$ cat config.mk
export PLATFORM = sky130hd
export DESIGN_NAME = spi_pin_interface
export DESIGN_NICKNAME = d
export VERILOG_FILES = /design/src/spi_pin_interface.v /design/src/pin_sync.v
export VERILOG_INCLUDE_DIRS = /design/src /design/src/src
export SDC_FILE = /design/constraint.sdc
export NUM_CORES = 1
export LEC_CHECK = 0
export ABC_AREA = 1
export BUFFER_PORTS_ARGS = -buffer_cell sky130_fd_sc_hd__buf_4
export CORE_ASPECT_RATIO = 0.8
export CORE_MARGIN = 4
export CORE_UTILIZATION = 60
export DETAILED_ROUTE_END_ITERATION = 7
export GPL_ROUTABILITY_DRIVEN = 1
export GPL_TIMING_DRIVEN = 0
export PLACE_DENSITY = 0.87
export SLEW_MARGIN = 40
export SYNTH_ARGS = -nofsm -noshare
export SYNTH_HDL_FRONTEND = slang
export SYNTH_HIERARCHICAL = 1
export SYNTH_SLANG_ARGS = --single-unit
$ cat constraint.sdc
create_clock -name clock_in -period 3.03 [get_ports clock_in]
set_input_delay 0.4545 -clock clock_in [delete_from_list [all_inputs] [get_ports clock_in]]
set_output_delay 0.4545 -clock clock_in [all_outputs]
set_load 0.02 [all_outputs]
$ cat src/spi_pin_regs.vh
`ifndef SPI_PIN_REGS_VH
`define SPI_PIN_REGS_VH
// ****************************************
// pin indices within the shared group
// ****************************************
`define PIN_CLOCK 2'h0
`define PIN_MOSI 2'h1
`define PIN_MISO 2'h2
`define PIN_SELECT 2'h3
// ****************************************
// reset values
// ****************************************
`define FUNC_SEL_RESET 4'h0
`define GPIO_DIR_RESET 4'h0
`define GPIO_OUT_RESET 4'h0
`define DIV_RESET 8'h04
`define SYNC_RESET 4'h8
// ****************************************
// frame and timing
// ****************************************
`define FRAME_BITS 4'h8
`define HALF_MIN 8'h01
`endif

$ cat src/spi_pin_interface.v
`timescale 1ns/1ns
`include "spi_pin_regs.vh"
// Functional notes
// - miso input as master, output when selected
// - unselected slave releases miso
// - master drives mosi, slave samples it
// - mosi set half period before capture edge
// - master drives clock, slave receives it
// - master mode: select arbitrates masters
// - slave active only while select low
// - each pin usable as directed gpio
// - pins default to serial function
module spi_pin_interface (
    input wire clock_in,
    input wire srst_in,
    input wire master_mode_in,
    input wire [7:0] half_div_in,
    input wire start_in,
    input wire [7:0] tx_data_in,
    output wire busy_out,
    output reg [7:0] rx_data_out,
    output reg rx_valid_out,
    output reg mode_fault_out,
    input wire [3:0] func_sel_in,
    input wire [3:0] gpio_dir_in,
    input wire [3:0] gpio_out_in,
    output wire [3:0] gpio_in_out,
    input wire [3:0] pin_in,
    output reg [3:0] pin_out,
    output reg [3:0] pin_oe_out
);
    localparam ST_IDLE = 2'h0;
    localparam ST_LEAD = 2'h1;
    localparam ST_TRAIL = 2'h2;

    wire [3:0] pin_sync_w;
    reg [1:0] state_ff;
    reg [7:0] cnt_ff;
    reg [3:0] bit_ff;
    reg [7:0] shift_ff;
    reg clk_ff;
    reg mosi_ff;
    reg miso_ff;
    reg sclk_d_ff;
    reg [3:0] func_ff;
    reg [3:0] dir_ff;
    reg [3:0] gout_ff;
    reg [3:0] slv_bits_ff;

    // ****************************************
    // input synchronisers
    // ****************************************
    pin_sync u_sync (
        .clock_in(clock_in),
        .srst_in(srst_in),
        .async_in(pin_in),
        .sync_out(pin_sync_w)
    );

    assign gpio_in_out = pin_sync_w;

    function is_gpio;
        input [3:0] sel;
        input [1:0] idx;
        begin
            is_gpio = sel[idx];
        end
    endfunction

    function [7:0] shift_in;
        input [7:0] cur;
        input din;
        begin
            shift_in = {cur[6:0], din};
        end
    endfunction

    function is_last;
        input [3:0] cnt;
        begin
            is_last = (cnt == `FRAME_BITS - 4'h1);
        end
    endfunction

    wire serial_clk = !is_gpio(func_ff, `PIN_CLOCK);
    wire select_low = !pin_sync_w[`PIN_SELECT] && !is_gpio(func_ff, `PIN_SELECT);
    wire selected = !master_mode_in && select_low;
    wire sclk_s = pin_sync_w[`PIN_CLOCK];
    wire sclk_rise = sclk_s && !sclk_d_ff && serial_clk;
    wire sclk_fall = !sclk_s && sclk_d_ff && serial_clk;
    wire [7:0] half = (half_div_in < `HALF_MIN) ? `HALF_MIN : half_div_in;

    assign busy_out = (state_ff != ST_IDLE);

    // ****************************************
    // pin configuration registers
    // ****************************************
    always @(posedge clock_in) begin
        if (srst_in) begin
            func_ff <= `FUNC_SEL_RESET;
            dir_ff <= `GPIO_DIR_RESET;
            gout_ff <= `GPIO_OUT_RESET;
        end else begin
            func_ff <= func_sel_in;
            dir_ff <= gpio_dir_in;
            gout_ff <= gpio_out_in;
        end
    end

    // ****************************************
    // master and slave engine
    // ****************************************
    always @(posedge clock_in) begin
        if (srst_in) begin
            state_ff <= ST_IDLE;
            cnt_ff <= 8'h00;
            bit_ff <= 4'h0;
            shift_ff <= 8'h00;
            clk_ff <= 1'b0;
            mosi_ff <= 1'b0;
            miso_ff <= 1'b0;
            sclk_d_ff <= 1'b0;
            slv_bits_ff <= 4'h0;
            rx_data_out <= 8'h00;
            rx_valid_out <= 1'b0;
            mode_fault_out <= 1'b0;
        end else begin
            rx_valid_out <= 1'b0;
            sclk_d_ff <= sclk_s;
            if (master_mode_in && select_low) begin
                // another master holds the bus
                mode_fault_out <= 1'b1;
                state_ff <= ST_IDLE;
                clk_ff <= 1'b0;
            end else if (master_mode_in) begin
                mode_fault_out <= 1'b0;
                case (state_ff)
                    ST_IDLE: begin
                        clk_ff <= 1'b0;
                        if (start_in) begin
                            shift_ff <= tx_data_in;
                            mosi_ff <= tx_data_in[7];
                            bit_ff <= 4'h0;
                            cnt_ff <= half;
                            state_ff <= ST_LEAD;
                        end
                    end
                    ST_LEAD: begin
                        if (cnt_ff == 8'h01) begin
                            clk_ff <= 1'b1;
                            shift_ff <= shift_in(shift_ff, pin_sync_w[`PIN_MISO]);
                            cnt_ff <= half;
                            state_ff <= ST_TRAIL;
                        end else begin
                            cnt_ff <= cnt_ff - 8'h01;
                        end
                    end
                    ST_TRAIL: begin
                        if (cnt_ff == 8'h01) begin
                            clk_ff <= 1'b0;
                            cnt_ff <= half;
                            if (is_last(bit_ff)) begin
                                rx_data_out <= shift_ff;
                                rx_valid_out <= 1'b1;
                                state_ff <= ST_IDLE;
                            end else begin
                                bit_ff <= bit_ff + 4'h1;
                                mosi_ff <= shift_ff[7];
                                state_ff <= ST_LEAD;
                            end
                        end else begin
                            cnt_ff <= cnt_ff - 8'h01;
                        end
                    end
                    default: state_ff <= ST_IDLE;
                endcase
            end else begin
                // slave: capture on rise, shift out on fall
                mode_fault_out <= 1'b0;
                state_ff <= ST_IDLE;
                clk_ff <= 1'b0;
                if (!selected) begin
                    slv_bits_ff <= 4'h0;
                    shift_ff <= tx_data_in;
                    miso_ff <= tx_data_in[7];
                end else if (sclk_rise) begin
                    shift_ff <= shift_in(shift_ff, pin_sync_w[`PIN_MOSI]);
                    if (is_last(slv_bits_ff)) begin
                        rx_data_out <= shift_in(shift_ff, pin_sync_w[`PIN_MOSI]);
                        rx_valid_out <= 1'b1;
                        slv_bits_ff <= 4'h0;
                    end else begin
                        slv_bits_ff <= slv_bits_ff + 4'h1;
                    end
                end else if (sclk_fall) begin
                    miso_ff <= (slv_bits_ff == 4'h0) ? tx_data_in[7] : shift_ff[7];
                    if (slv_bits_ff == 4'h0) begin
                        shift_ff <= tx_data_in;
                    end
                end
            end
        end
    end

    // ****************************************
    // pin muxing
    // ****************************************
    always @* begin
        pin_out = gout_ff;
        pin_oe_out = dir_ff;
        if (!func_ff[`PIN_CLOCK]) begin
            pin_out[`PIN_CLOCK] = clk_ff;
            pin_oe_out[`PIN_CLOCK] = master_mode_in;
        end
        if (!func_ff[`PIN_MOSI]) begin
            pin_out[`PIN_MOSI] = mosi_ff;
            pin_oe_out[`PIN_MOSI] = master_mode_in;
        end
        if (!func_ff[`PIN_MISO]) begin
            pin_out[`PIN_MISO] = miso_ff;
            pin_oe_out[`PIN_MISO] = selected;
        end
        if (!func_ff[`PIN_SELECT]) begin
            pin_out[`PIN_SELECT] = 1'b0;
            pin_oe_out[`PIN_SELECT] = 1'b0;
        end
    end
endmodule

$ cat src/pin_sync.v
`timescale 1ns/1ns
`include "spi_pin_regs.vh"
// ****************************************
// two-stage synchroniser per pin
// ****************************************
module pin_sync (
    input wire clock_in,
    input wire srst_in,
    input wire [3:0] async_in,
    output reg [3:0] sync_out
);
    reg [3:0] meta_ff;
    always @(posedge clock_in) begin
        if (srst_in) begin
            meta_ff <= `SYNC_RESET;
            sync_out <= `SYNC_RESET;
        end else begin
            meta_ff <= async_in;
            sync_out <= meta_ff;
        end
    end
endmodule

==> run summary <==
run status: finished, final reports clean
CTS root buf: clkbuf_8
routing usage on met1: 31.35%
clk_lat worst skew: 0.35 ns
Post-synth EDFFs: 0
met3 Use GR: 8.352%
Final GP Congestion: 0.8723
CP Launch Type: input pin
Final WS setup: 1.173 ns
CP endpoint kind: output port
# fillers: 400
Power Total: 2043 µW
vias in the first global route: 3037
port buffer count: 58
hold buffer count at cts: 0
gr ovfl total: 0
synth top area cells: dfxtp_1 (38%), nand2_1 (13%), nor2_1 (8.8%), inv_1 (7.8%), o21ai_0 (7.0%)
antenna viol nets, final: 0
nets: 588
FMAX: 0.5386 GHz
initial antenna violation count: 0
remaining routing DRC violations: 0
Yosys top cell by area: dfxtp_1
kind of critical path: input pin to output port
Rel. slew slack: 63.78%
final setup vio count: 0
Die Ht: 72.71 µm
first-pass GRT wire length: 12.97 mm
unrepaired setup endpoints after global routing: false
row cnt: 23
Die Wd: 88.89 µm
CTS tree: yes
worst slew pin tran: 0.5433 ns
Overall Global Routing Usage: 25.60%
Area Overhead vs Synth: 23.51%
Post-CTS Setup Repair Bufs: 0
pre-CTS WS: 1.184 ns
I/O pin count: 59
antenna diode count: 0
pwr dens: 526.7 nW/µm²
setup TNS: 0 ns
drt wl/cell: 12.55 µm
share of post-route cells with drive strength above 1: 20.99%
CTS buffer count: 9
DRT Wirelength: 7.655 mm
Final Hold Fails: 0
synthesized instance count: 474
asr flop ratio synth: 0%
Via density: 5.289
Primary FF master, synth: dfxtp_1
maxcap violations: 0
leakage power: 0.001918 µW
Pre-antenna DRT Iters: 5
Vias: 3226
Slew Viols, Final: 0
Seq/Total Area, Yosys: 38.25%
grt met2 use: 42.59%
required time worst endpoint: 2.58 ns
Final Cycle Share: 61.28%
Clock Skew: 0.009307 ns
commonest non-fill, non-tap cell in the layout: nand2_1
crit path time final: 1.857 ns
cts repair resizes: 0
DP Area: 3654 µm²
grt peak-use layer: met2
starting density of the core: 62.36%
H-tree depth reported by CTS: 3
Worst-path clk slew: 0.07 ns
Clock Sinks: 60
net count after synthesis: 519
area share of the largest cell type after synthesis: 38.25%
Hold Crit Class: input pin to register
largest net degree at the start of global routing: 12
synthesized area: 3141 µm²
Longest Clk Path Bufs: 2
warnings from Yosys: 6
mean post-synth cell area: 6.626 µm²
synth unique cells: 34
DR iter-0 viols: 252
Yosys reg bits: 60
Peak VDD IR: 589.3 µV
die area: 6463 µm²
commonest cells after routing, fill and taps aside: nand2_1 (105), nor2_1 (74), inv_1 (65)
Core ar.: 5036 µm²
crit path max fanout: 10
crit path DAT: 1.40 ns
dpl hpwl: 5.697 mm
final instance area: 3879 µm²
Yosys cell counts (3+ instances only):
library cell	count
ha_1	9
nor2_4	3
clkbuf_1	6
nand2_2	6
or2_2	8
nand2_1	105
dfxtp_1	60
nor2_2	8
buf_2	4
o21ai_0	44
inv_1	65
a21oi_1	35
nor2_1	74
nand3_1	18
inv_2	4
cells by family after synthesis:
group	Yosys count	share of synthesized area (%)
flops	60	38.25
buf+inv	83	10.56
fa+ha+maj	9	3.586
compound gates	87	14.66
mux	1	0.3585
simple gates	232	32.03
xor+xnor	2	0.5579
per-stage QoR:
stage / hold WS (ns) / cells / util [%]
after global routing: 0.3011 / 610 / 77.02
final: 0.3044 / 610 / 77.02
after global placement: 0.3906 / 594 / 72.55
after detailed placement: 0.3934 / 594 / 72.55
after floorplan: 0.3865 / 474 / -
after CTS: 0.2962 / 610 / 77.02
final timing paths:
| kind | startpoint | slack [ns] | end | cells past startpoint |
|---|---|---|---|---|
| setup / recovery | master_mode_in | 1.17 | pin_oe_out[0] | 6 |
| hold / removal | pin_in[3] | 0.30 | u_sync/meta_ff[3] | 3 |
| setup reg to reg | state_ff[0] | 1.19 | cnt_ff[1] | 11 |
| hold reg to reg | u_sync/meta_ff[2] | 0.40 | u_sync/sync_out[2] | 2 |
critical path: stages:
cell and delay (ns):
buf_4 0.13, inv_2 0.07, buf_2 0.22, buf_2 0.26, o21ai_0 0.10, buf_4 0.17
flip-flops by register name, summed over array words and instances, names as in the netlist:
register	flops
bit_ff	4
rx_data_out	8
gout_ff	4
rx_valid_out	1
sclk_d_ff	1
clk_ff	1
u_sync/meta_ff	4
func_ff	4
state_ff	2
dir_ff	4
miso_ff	1
mode_fault_out	1
shift_ff	8
mosi_ff	1
slv_bits_ff	4
cnt_ff	8
u_sync/sync_out	4
where the power goes:
group / internal, µW / total (µW) / switching, µW
combinational: 146 / 375 / 229
clock: 485 / 809 / 325
sequential: 831 / 858 / 27.4
total: 1460 / 2040 / 581
layer usage:
layer | part of all wire, % | up-vias
li1 | - | 1617
met1 | 42 | 1450
met2 | 47 | 140
met3 | 8.9 | 19
met4 | 1.9 | 0
met5 | 0 | -
final cells by class:
cell class	instances	area [µm²]	share of cell area, %
Buffer	14	72.57	1.871
Clock buffer	10	137.6	3.548
Clock inverter	6	87.58	2.258
Inverter	69	259.0	6.677
Multi-Input combinational cell	331	1608	41.45
Sequential cell	60	1201	30.97
Tap cell	62	77.57	2.000
Timing Repair Buffer	58	435.4	11.23
Power figures use the tool's default switching activity.
